**config.mk**
```make
export PLATFORM = sky130hd
export DESIGN_NAME = jls_sync_status
export DESIGN_NICKNAME = d
export VERILOG_FILES = /design/src/jls_pkg.sv /design/src/jls_sync_status.sv
export SDC_FILE = /design/constraint.sdc
export NUM_CORES = 1
export LEC_CHECK = 0
export ABC_AREA = 0
export ABC_CLOCK_PERIOD_IN_PS = 3350
export BUFFER_PORTS_ARGS = -buffer_cell sky130_fd_sc_hd__buf_2
export CAP_MARGIN = 20
export CELL_PAD_IN_SITES_DETAIL_PLACEMENT = 0
export CELL_PAD_IN_SITES_GLOBAL_PLACEMENT = 1
export CORE_UTILIZATION = 36
export CTS_BUF_LIST = sky130_fd_sc_hd__clkbuf_16
export DETAILED_ROUTE_END_ITERATION = 10
export HOLD_SLACK_MARGIN = 0.03
export PLACE_DENSITY_LB_ADDON = 0.1
export SLEW_MARGIN = 20
export SYNTH_ARGS = -nofsm -noshare
export SYNTH_HDL_FRONTEND = slang
export SYNTH_SLANG_ARGS = --single-unit
```
**constraint.sdc**
```tcl
create_clock -name clk -period 3.35 [get_ports clk]
set_input_delay 0.5025 -clock clk [delete_from_list [all_inputs] [get_ports clk]]
set_output_delay 0.5025 -clock clk [all_outputs]
set_load 0.05 [all_outputs]
```
**src/jls_pkg.sv**
```systemverilog
// Constants shared by the lane synchronisation status block.
package jls_pkg;

    // ========================================================================
    // Register indices and byte addresses
    // ========================================================================
    // Register indices; the APB byte address is four times the index.
    localparam logic [13:0] IDX_LINK_PAGE = 14'h0300;
    localparam logic [13:0] IDX_STRAY_SYM = 14'h046f;
    localparam logic [13:0] IDX_SYM_LOCK = 14'h0470;
    localparam logic [13:0] IDX_FRM_LOCK = 14'h0471;
    localparam logic [13:0] IDX_ERR_LIMIT = 14'h0474;
    localparam logic [13:0] IDX_IRQ_STATUS = 14'h0475;
    localparam logic [13:0] IDX_IRQ_CLEAR = 14'h0476;
    localparam logic [13:0] IDX_IRQ_ENABLE = 14'h0477;

    localparam int unsigned ADDR_W = 16;
    localparam logic [15:0] ADDR_LINK_PAGE = {IDX_LINK_PAGE, 2'b00};
    localparam logic [15:0] ADDR_STRAY_SYM = {IDX_STRAY_SYM, 2'b00};
    localparam logic [15:0] ADDR_SYM_LOCK = {IDX_SYM_LOCK, 2'b00};
    localparam logic [15:0] ADDR_FRM_LOCK = {IDX_FRM_LOCK, 2'b00};
    localparam logic [15:0] ADDR_ERR_LIMIT = {IDX_ERR_LIMIT, 2'b00};
    localparam logic [15:0] ADDR_IRQ_STATUS = {IDX_IRQ_STATUS, 2'b00};
    localparam logic [15:0] ADDR_IRQ_CLEAR = {IDX_IRQ_CLEAR, 2'b00};
    localparam logic [15:0] ADDR_IRQ_ENABLE = {IDX_IRQ_ENABLE, 2'b00};

    // ========================================================================
    // Reset values and field positions
    // ========================================================================
    localparam logic [7:0] RST_LANE_STATUS = 8'h00;
    localparam logic [7:0] RST_ERR_LIMIT = 8'hff;
    localparam logic [31:0] RST_RDATA = 32'h0000_0000;

    // Interrupt status bits, the same layout in status, clear and enable.
    localparam int unsigned IRQ_W = 3;
    localparam int unsigned IRQ_SYM_LOST = 0;
    localparam int unsigned IRQ_FRM_LOST = 1;
    localparam int unsigned IRQ_ERR_RISE = 2;
    localparam logic [2:0] RST_IRQ = 3'h0;

endpackage

```
**src/jls_sync_status.sv**
```systemverilog
// Per-lane symbol, framing and stray control symbol status with APB access.
`timescale 1ns/1ns
`default_nettype none

module jls_sync_status
    import jls_pkg::*;
#(
    parameter int unsigned LANES = 8,
    parameter int unsigned ERR_W = 8,
    parameter int unsigned PAGE_W = 1,
    parameter int unsigned NUM_LINKS = 2
) (
    input wire logic clk,
    input wire logic srst,
    input wire logic psel,
    input wire logic penable,
    input wire logic pwrite,
    input wire logic [ADDR_W-1:0] paddr,
    input wire logic [31:0] pwdata,
    output logic [31:0] prdata,
    output logic pready,
    output logic pslverr,
    input wire logic [NUM_LINKS*LANES-1:0] symLockIn,
    input wire logic [NUM_LINKS*LANES-1:0] frameLockIn,
    input wire logic [NUM_LINKS*LANES*ERR_W-1:0] errCountIn,
    output logic irq
);

    localparam int unsigned NB = NUM_LINKS * LANES;

    // ========================================================================
    // Lane status capture
    // ========================================================================
    logic [NB-1:0] symLock_q;
    logic [NB-1:0] symLock_d;
    logic [NB-1:0] frmLock_q;
    logic [NB-1:0] frmLock_d;
    logic [NB-1:0] errFlag_q;
    logic [NB-1:0] errFlag_d;
    logic [ERR_W-1:0] errLimit_q;
    logic [ERR_W-1:0] errLimit_d;
    logic [PAGE_W-1:0] pageSel_q;
    logic [PAGE_W-1:0] pageSel_d;

    // Each lane compares its own error count with the shared limit.
    genvar k;
    generate
        for (k = 0; k < NB; k++) begin : gLane
            assign errFlag_d[k] =
                (errCountIn[k*ERR_W +: ERR_W] >= errLimit_q);

            // A count that reaches the limit must raise the lane's flag; the
            // compare is at-or-above, so equality alone is enough.
            errFlagSet_a: assert property (
                @(posedge clk) disable iff (srst)
                !$past(srst) &&
                ($past(errCountIn[k*ERR_W +: ERR_W]) >= $past(errLimit_q))
                |-> errFlag_q[k])
                else $error("Lane error flag stayed low at the limit.");

            // A count below the limit must leave the flag low.
            errFlagClr_a: assert property (
                @(posedge clk) disable iff (srst)
                !$past(srst) &&
                ($past(errCountIn[k*ERR_W +: ERR_W]) < $past(errLimit_q))
                |-> !errFlag_q[k])
                else $error("Lane error flag was set below the limit.");
        end
    endgenerate

    // Lock inputs come from receiver logic on this clock, so no synchroniser.
    always_comb begin
        symLock_d = symLockIn;
        frmLock_d = frameLockIn;
    end

    // Status flops clear on reset and are only ever loaded from the lanes.
    always_ff @(posedge clk) begin
        if (srst) begin
            symLock_q <= '0;
            frmLock_q <= '0;
            errFlag_q <= '0;
        end else begin
            symLock_q <= symLock_d;
            frmLock_q <= frmLock_d;
            errFlag_q <= errFlag_d;
        end
    end

    // Paged view of the selected link; the page is an index, not a mask.
    logic [LANES-1:0] symView;
    logic [LANES-1:0] frmView;
    logic [LANES-1:0] errView;
    always_comb begin
        symView = symLock_q[pageSel_q*LANES +: LANES];
        frmView = frmLock_q[pageSel_q*LANES +: LANES];
        errView = errFlag_q[pageSel_q*LANES +: LANES];
    end

    // ========================================================================
    // APB slave
    // ========================================================================
    logic setupPh;
    logic wrEn;
    logic mapped;
    logic [31:0] rdMux;
    logic [31:0] prdata_q;
    logic [31:0] prdata_d;
    logic pready_q;
    logic pready_d;
    logic pslverr_q;
    logic pslverr_d;
    logic [IRQ_W-1:0] irqSta_q;
    logic [IRQ_W-1:0] irqSta_d;
    logic [IRQ_W-1:0] irqEn_q;
    logic [IRQ_W-1:0] irqEn_d;
    logic irq_q;
    logic irq_d;

    // A write lands only on the access edge at which pready is seen high.
    always_comb begin
        setupPh = psel && !penable;
        wrEn = psel && penable && pready_q && pwrite;
    end

    // Read decode; unmapped addresses answer with an error and zero data.
    always_comb begin
        rdMux = RST_RDATA;
        mapped = 1'b1;
        case (paddr)
            ADDR_LINK_PAGE: rdMux[PAGE_W-1:0] = pageSel_q;
            ADDR_STRAY_SYM: rdMux[LANES-1:0] = errView;
            ADDR_SYM_LOCK: rdMux[LANES-1:0] = symView;
            ADDR_FRM_LOCK: rdMux[LANES-1:0] = frmView;
            ADDR_ERR_LIMIT: rdMux[ERR_W-1:0] = errLimit_q;
            ADDR_IRQ_STATUS: rdMux[IRQ_W-1:0] = irqSta_q;
            ADDR_IRQ_CLEAR: rdMux = RST_RDATA;
            ADDR_IRQ_ENABLE: rdMux[IRQ_W-1:0] = irqEn_q;
            default: mapped = 1'b0;
        endcase
    end

    // The answer is prepared in the setup cycle so pready can come from a
    // flop: every transfer takes exactly one access cycle, no wait states.
    always_comb begin
        prdata_d = prdata_q;
        pready_d = setupPh && !pready_q;
        pslverr_d = 1'b0;
        if (setupPh) begin
            prdata_d = pwrite ? RST_RDATA : rdMux;
            pslverr_d = !mapped;
        end
    end

    always_ff @(posedge clk) begin
        if (srst) begin
            prdata_q <= RST_RDATA;
            pready_q <= 1'b0;
            pslverr_q <= 1'b0;
        end else begin
            prdata_q <= prdata_d;
            pready_q <= pready_d;
            pslverr_q <= pslverr_d;
        end
    end

    // ========================================================================
    // Writable registers
    // ========================================================================
    // Status addresses are absent here, so writes to them fall away.
    always_comb begin
        pageSel_d = pageSel_q;
        errLimit_d = errLimit_q;
        irqEn_d = irqEn_q;
        if (wrEn && !pslverr_q) begin
            case (paddr)
                ADDR_LINK_PAGE: pageSel_d = pwdata[PAGE_W-1:0];
                ADDR_ERR_LIMIT: errLimit_d = pwdata[ERR_W-1:0];
                ADDR_IRQ_ENABLE: irqEn_d = pwdata[IRQ_W-1:0];
                default: pageSel_d = pageSel_q;
            endcase
        end
    end

    always_ff @(posedge clk) begin
        if (srst) begin
            pageSel_q <= '0;
            errLimit_q <= RST_ERR_LIMIT[ERR_W-1:0];
            irqEn_q <= RST_IRQ;
        end else begin
            pageSel_q <= pageSel_d;
            errLimit_q <= errLimit_d;
            irqEn_q <= irqEn_d;
        end
    end

    // ========================================================================
    // Interrupts
    // ========================================================================
    // Events are taken over all links, not just the paged one, so a fault on
    // a link software is not looking at still raises the interrupt.
    logic [IRQ_W-1:0] irqEvt;
    logic [IRQ_W-1:0] irqClr;
    always_comb begin
        irqEvt = '0;
        irqEvt[IRQ_SYM_LOST] = |(symLock_q & ~symLock_d);
        irqEvt[IRQ_FRM_LOST] = |(frmLock_q & ~frmLock_d);
        irqEvt[IRQ_ERR_RISE] = |(errFlag_d & ~errFlag_q);
        irqClr = '0;
        if (wrEn && (paddr == ADDR_IRQ_CLEAR)) begin
            irqClr = pwdata[IRQ_W-1:0];
        end
        // A new event in the clearing cycle wins over the clear.
        irqSta_d = (irqSta_q & ~irqClr) | irqEvt;
        irq_d = |(irqSta_d & irqEn_d);
    end

    always_ff @(posedge clk) begin
        if (srst) begin
            irqSta_q <= RST_IRQ;
            irq_q <= 1'b0;
        end else begin
            irqSta_q <= irqSta_d;
            irq_q <= irq_d;
        end
    end

    // Every output comes straight from a flop.
    always_comb begin
        prdata = prdata_q;
        pready = pready_q;
        pslverr = pslverr_q;
        irq = irq_q;
    end

    // ========================================================================
    // Assertions
    // ========================================================================
    // The lane copy, error flag and sticky checks skip the first edge after reset, where the flops still hold
    // their reset values and a look one clock back would see stale lanes.

    // Lock status is the lane state of one clock ago, never older, so a
    // lane that drops out shows on the very next read.
    symLockCopy_a: assert property (@(posedge clk) disable iff (srst)
        !$past(srst) |-> (symLock_q == $past(symLockIn)))
        else $error("Symbol lock status lags its lanes.");

    // Framing lock follows its lanes with the same single clock of delay.
    frmLockCopy_a: assert property (@(posedge clk) disable iff (srst)
        !$past(srst) |-> (frmLock_q == $past(frameLockIn)))
        else $error("Framing lock status lags its lanes.");

    // Reset leaves every status bit and the interrupt line at zero.
    rstClear_a: assert property (@(posedge clk)
        $past(srst) |->
        (symLock_q == '0) && (frmLock_q == '0) && (errFlag_q == '0) &&
        (irqSta_q == RST_IRQ) && !irq_q)
        else $error("Status was not cleared by reset.");

    // Page zero shows lanes 0 to 7 of the first link, untouched.
    pageZero_a: assert property (@(posedge clk) disable iff (srst)
        (pageSel_q == '0) |->
        (symView == symLock_q[LANES-1:0]) &&
        (frmView == frmLock_q[LANES-1:0]) &&
        (errView == errFlag_q[LANES-1:0]))
        else $error("Page zero does not show the first link.");

    // A read answers in the access cycle with the paged byte, zero above.
    symReadBack_a: assert property (@(posedge clk) disable iff (srst)
        setupPh && !pwrite && (paddr == ADDR_SYM_LOCK) |=>
        (prdata == {{(32-LANES){1'b0}},
        $past(symLock_q[pageSel_q*LANES +: LANES])}))
        else $error("Symbol lock read returned the wrong byte.");

    // Framing lock reads follow the same page as symbol lock reads.
    frmReadBack_a: assert property (@(posedge clk) disable iff (srst)
        setupPh && !pwrite && (paddr == ADDR_FRM_LOCK) |=>
        (prdata == {{(32-LANES){1'b0}},
        $past(frmLock_q[pageSel_q*LANES +: LANES])}))
        else $error("Framing lock read returned the wrong byte.");

    // Stray control symbol flags read back from the paged link as well.
    errReadBack_a: assert property (@(posedge clk) disable iff (srst)
        setupPh && !pwrite && (paddr == ADDR_STRAY_SYM) |=>
        (prdata == {{(32-LANES){1'b0}},
        $past(errFlag_q[pageSel_q*LANES +: LANES])}))
        else $error("Stray symbol read returned the wrong byte.");

    // Writes aimed at status words must leave every writable field alone.
    logic roHit;
    always_comb begin
        roHit = (paddr == ADDR_SYM_LOCK) || (paddr == ADDR_FRM_LOCK) ||
            (paddr == ADDR_STRAY_SYM) || (paddr == ADDR_IRQ_STATUS);
    end
    roNoWrite_a: assert property (@(posedge clk) disable iff (srst)
        wrEn && roHit |=>
        $stable(pageSel_q) && $stable(errLimit_q) && $stable(irqEn_q))
        else $error("A write to a status word changed a register.");

    // The line is a pure level of enabled sticky bits; a pulse would be
    // lost by software that polls rather than takes the interrupt.
    irqLevel_a: assert property (@(posedge clk) disable iff (srst)
        irq_q == |(irqSta_q & irqEn_q))
        else $error("Interrupt line disagrees with enabled status.");

    // Losing symbol lock on any lane of any link latches its event.
    symLostEvt_a: assert property (@(posedge clk) disable iff (srst)
        |(symLock_q & ~symLockIn) |=> irqSta_q[IRQ_SYM_LOST])
        else $error("Symbol lock loss did not set its status bit.");

    // Losing framing lock on any lane of any link latches its event.
    frmLostEvt_a: assert property (@(posedge clk) disable iff (srst)
        |(frmLock_q & ~frameLockIn) |=> irqSta_q[IRQ_FRM_LOST])
        else $error("Framing lock loss did not set its status bit.");

    // A lane flag that rises latches the error event.
    errRiseEvt_a: assert property (@(posedge clk) disable iff (srst)
        |(errFlag_d & ~errFlag_q) |=> irqSta_q[IRQ_ERR_RISE])
        else $error("Error flag rise did not set its status bit.");

    // Clearing a bit works when no new event lands in the same cycle.
    symLostClr_a: assert property (@(posedge clk) disable iff (srst)
        wrEn && (paddr == ADDR_IRQ_CLEAR) && pwdata[IRQ_SYM_LOST] &&
        !(|(symLock_q & ~symLockIn)) |=> !irqSta_q[IRQ_SYM_LOST])
        else $error("Clear did not drop the symbol lock loss bit.");

    // Status bits stay set until software clears them: a missed event is
    // worse than a late one, so nothing else may drop them.
    logic [IRQ_W-1:0] irqKeep;
    always_comb begin
        irqKeep = irqSta_q & ~irqClr;
    end
    irqSticky_a: assert property (@(posedge clk) disable iff (srst)
        !$past(srst) |-> ((irqSta_q & $past(irqKeep)) == $past(irqKeep)))
        else $error("An interrupt status bit dropped without a clear.");

endmodule

`default_nettype wire

```
==> reports/qor.txt <==
Critical R2R Capture: irq$_SDFF_PP0_
cell mode on critical path: nor4_1
syn avg cell area: 8.38 µm²
clk sink count: 74
cell leakage power: 0.00392 µW
status: complete, no violations
PortBufs: 199
R2R Setup Slk: 280 ps
hold slack: 385 ps
GRT met2 Usage: 0.399
Post-synth ARST share: 0
GRT overflow: 0
Die Ht: 134 µm
synth top area cells: ha_1 (26%), dfxtp_1 (24%), inv_1 (4.2%), a21oi_1 (3.9%), nor2_1 (3.7%)
Detailed Routing Iterations Pass 1: 6
maximum root-to-sink buffer count: 2
Synth warnings: 0
largest area contributor in the netlist: ha_1
die area: 0.0179 mm²
initial antenna violation count: 4
startpoint types: flip-flop
start point of the critical path: errLimit_q[1]$_SDFFE_PP1P_
commonest non-fill, non-tap cells in the layout: buf_2 (199), ha_1 (128), dfxtp_1 (74), inv_1 (68), nor2_1 (62)
first-pass GRT wire length: 32.3 mm
antenna viol nets, final: 0
Layout Cells excl Fill: 1186
layout cells sized above 1: 0.258
DRC Markers: 0
Int Pwr: 1660 µW
fin util: 0.467
Placed Cells: 1166
unique cell type count in the Yosys netlist: 60
maximum vdd ir drop: 0.251 mV
area grow syn2layout: 25.5%
Reg power frac: 0.397
sw power: 654 µW
vias in the first global route: 6367
GR Util met3: 0.0457
worst-margin pin slew: 857 ps
CTS tree: built
sequential cell area fraction in the yosys report: 0.238
CP Capture Point: irq$_SDFF_PP0_
worst path buffer plus inverter count: 2
FMAX: 0.325 GHz
cell family with most CP delay: simple AND/OR/NAND/NOR gates
Worst path depth: 9
num ports: 248
row count: 47
Worst Path Required: 3560 ps
RSZ-0062 raised after global routing: no
hold depth: 3
Critical R2R Launch: errLimit_q[1]$_SDFFE_PP1P_
CP cell instances: clkinvlp_4, ha_1, a2111oi_0, nor4_1, nor4bb_1, nand4_1, nor4_1, buf_4, o31ai_1
commonest non-fill, non-tap cell in the layout: buf_2
Syn Std Cell Area: 0.00624 mm²
post-placement setup slack: 155 ps
clock period minus worst slack: 3070 ps
Placer Congestion: 0.865
via/cell ratio: 5.28
Final Hold Viols: 0
combinational power share: 0.171
Critical-path top delay cell: a2111oi_0
CTS Root Cell: clkbuf_16
final net count: 1298
Slew Viols, Final: 0
Final setup viols: 0
gr busiest metal: met2
final setup margin: 277 ps
chip width: 134 µm
number of DRC markers in iteration 0: 252
Yosys top cell area share: 0.257
Critical Path AT: 3280 ps
Vias: 6260
setup bufs post-CTS: 0
EDFF count, synth: 0
Worst-path clk slew: 70 ps
CP Capture Type: flip-flop
M1 GR Usage: 0.302
clock skew: 6.68 ps
CORE AREA: 0.0168 mm²
R2R cell count: 9
Synth Register Bits: 74
max incr delay on CP: 590 ps
DP HPWL: 17.0 mm
Max-Cap Viols: 0
Setup TNS Final: 0 ps
final worst path period share: 0.917
Hold Path Class: in2reg
Slew HR: 0.428
clock share of power: 0.432
drt wl/cell: 17.4 µm
clock latency on the worst-skew pair: 340 ps
Power Density: 296 mW/mm²
Worst Path Max Fanout: 10
Initial Util: 0.372
htree depth: 3
clock buffer count from CTS: 9
Crit Path Class: reg2reg
min-delay src: frameLockIn[10]
Post-Synthesis Cells: 744
all-layer global routing usage: 0.234
routed wire length: 20.7 mm
Sw Share: 0.283
pin count of the biggest net entering global routing: 28
Top FF cell, synth: dfxtp_1
-- synthesized netlist by cell type (all sizes together) (5+ instances only) --
master	n
mux2i	11
or3	6
nor2	62
nand3	8
nand4	15
nor3	17
nand2	46
dfxtp	74
o21a	12
a221oi	14
inv	69
nor2b	23
o22ai	12
nor4	11
a21o	7
nand2b	16
a211o	14
a31oi	5
buf	29
a21oi	49
a2111oi	11
ha	128
a22oi	10
o21ai	27
clkbuf	12
and3	6
-- power groups by stage --
| stage | Combinational (µW) | Clock (µW) | Sequential (µW) |
|---|---|---|---|
| after floorplan | 236 | 0 | 937 |
| after global placement | 382 | 0 | 937 |
| after detailed placement | 394 | 0 | 938 |
| after CTS | 396 | 1020 | 918 |
| after global routing | 442 | 1060 | 921 |
| final | 396 | 1000 | 918 |
-- sequential cells by signal, indices dropped and copies added (netlist names), 3 cells and up --
name	flops
symLock_q	16
errFlag_q	16
errLimit_q	8
frmLock_q	16
prdata	8
irqSta_q	3
irqEn_q	3
-- stage by stage --
stage / power, µW / instance area [µm²]
2_1_floorplan: 1170 / 6320
3_3_place_gp: 1320 / 7500
3_5_place_dp: 1330 / 7500
4_1_cts: 2340 / 7810
5_1_grt: 2420 / 7820
6_report: 2320 / 7830
-- layout make-up --
cell class	count	area, µm²
Tap cell	220	275
Antenna cell	4	10.0
Inverter	69	263
Timing Repair Buffer	220	1150
Clock inverter	7	85.1
Sequential cell	74	1480
Clock buffer	9	225
Multi-Input combinational cell	583	4330
Fill cell	1707	8930
-- worst register-to-register path, stage by stage, from the launching register on --
cell and delay, ps:
dfxtp_1 370, clkinvlp_4 330, ha_1 400, a2111oi_0 590, nor4_1 130, nor4bb_1 460
nand4_1 150, nor4_1 280, buf_4 180, o31ai_1 60
-- worst min path at each step --
| stage | end | slack, ps |
|---|---|---|
| CTS | frmLock_q[14]$_SDFF_PP0_ | 380 |
| finish | frmLock_q[10]$_SDFF_PP0_ | 390 |
| global route | frmLock_q[8]$_SDFF_PP0_ | 390 |
| detailed placement | pready$_SDFF_PP0_ | 430 |
| floorplan | irqSta_q[1]$_SDFF_PP0_ | 470 |
| global placement | pready$_SDFF_PP0_ | 430 |
-- metal layers --
layer / part of all wire / routed length [µm] / up-vias
li1: - / - / 3133
met1: 0.46 / 9510 / 2897
met2: 0.47 / 9760 / 212
met3: 0.057 / 1180 / 18
met4: 0.011 / 235 / 0
met5: 0 / 0 / -
-- kinds of logic (layout without fill, tap and decap cells) --
family / after synthesis / count (layout) / share of synthesized area
simple gates: 228 / 228 / 0.194
compound gates: 188 / 188 / 0.204
fa+ha+maj: 128 / 128 / 0.257
buf+inv: 110 / 305 / 0.0824
flops: 74 / 74 / 0.238
mux: 15 / 15 / 0.0249
other cells: 1 / 28 / 0.000601
-- repair_timing --
item | CTS | global route
hold buffers | 0 | 0
setup endpoints to repair | 0 | 2
resized for setup | 0 | 5
No activity file was read; power rests on OpenSTA's default activity.
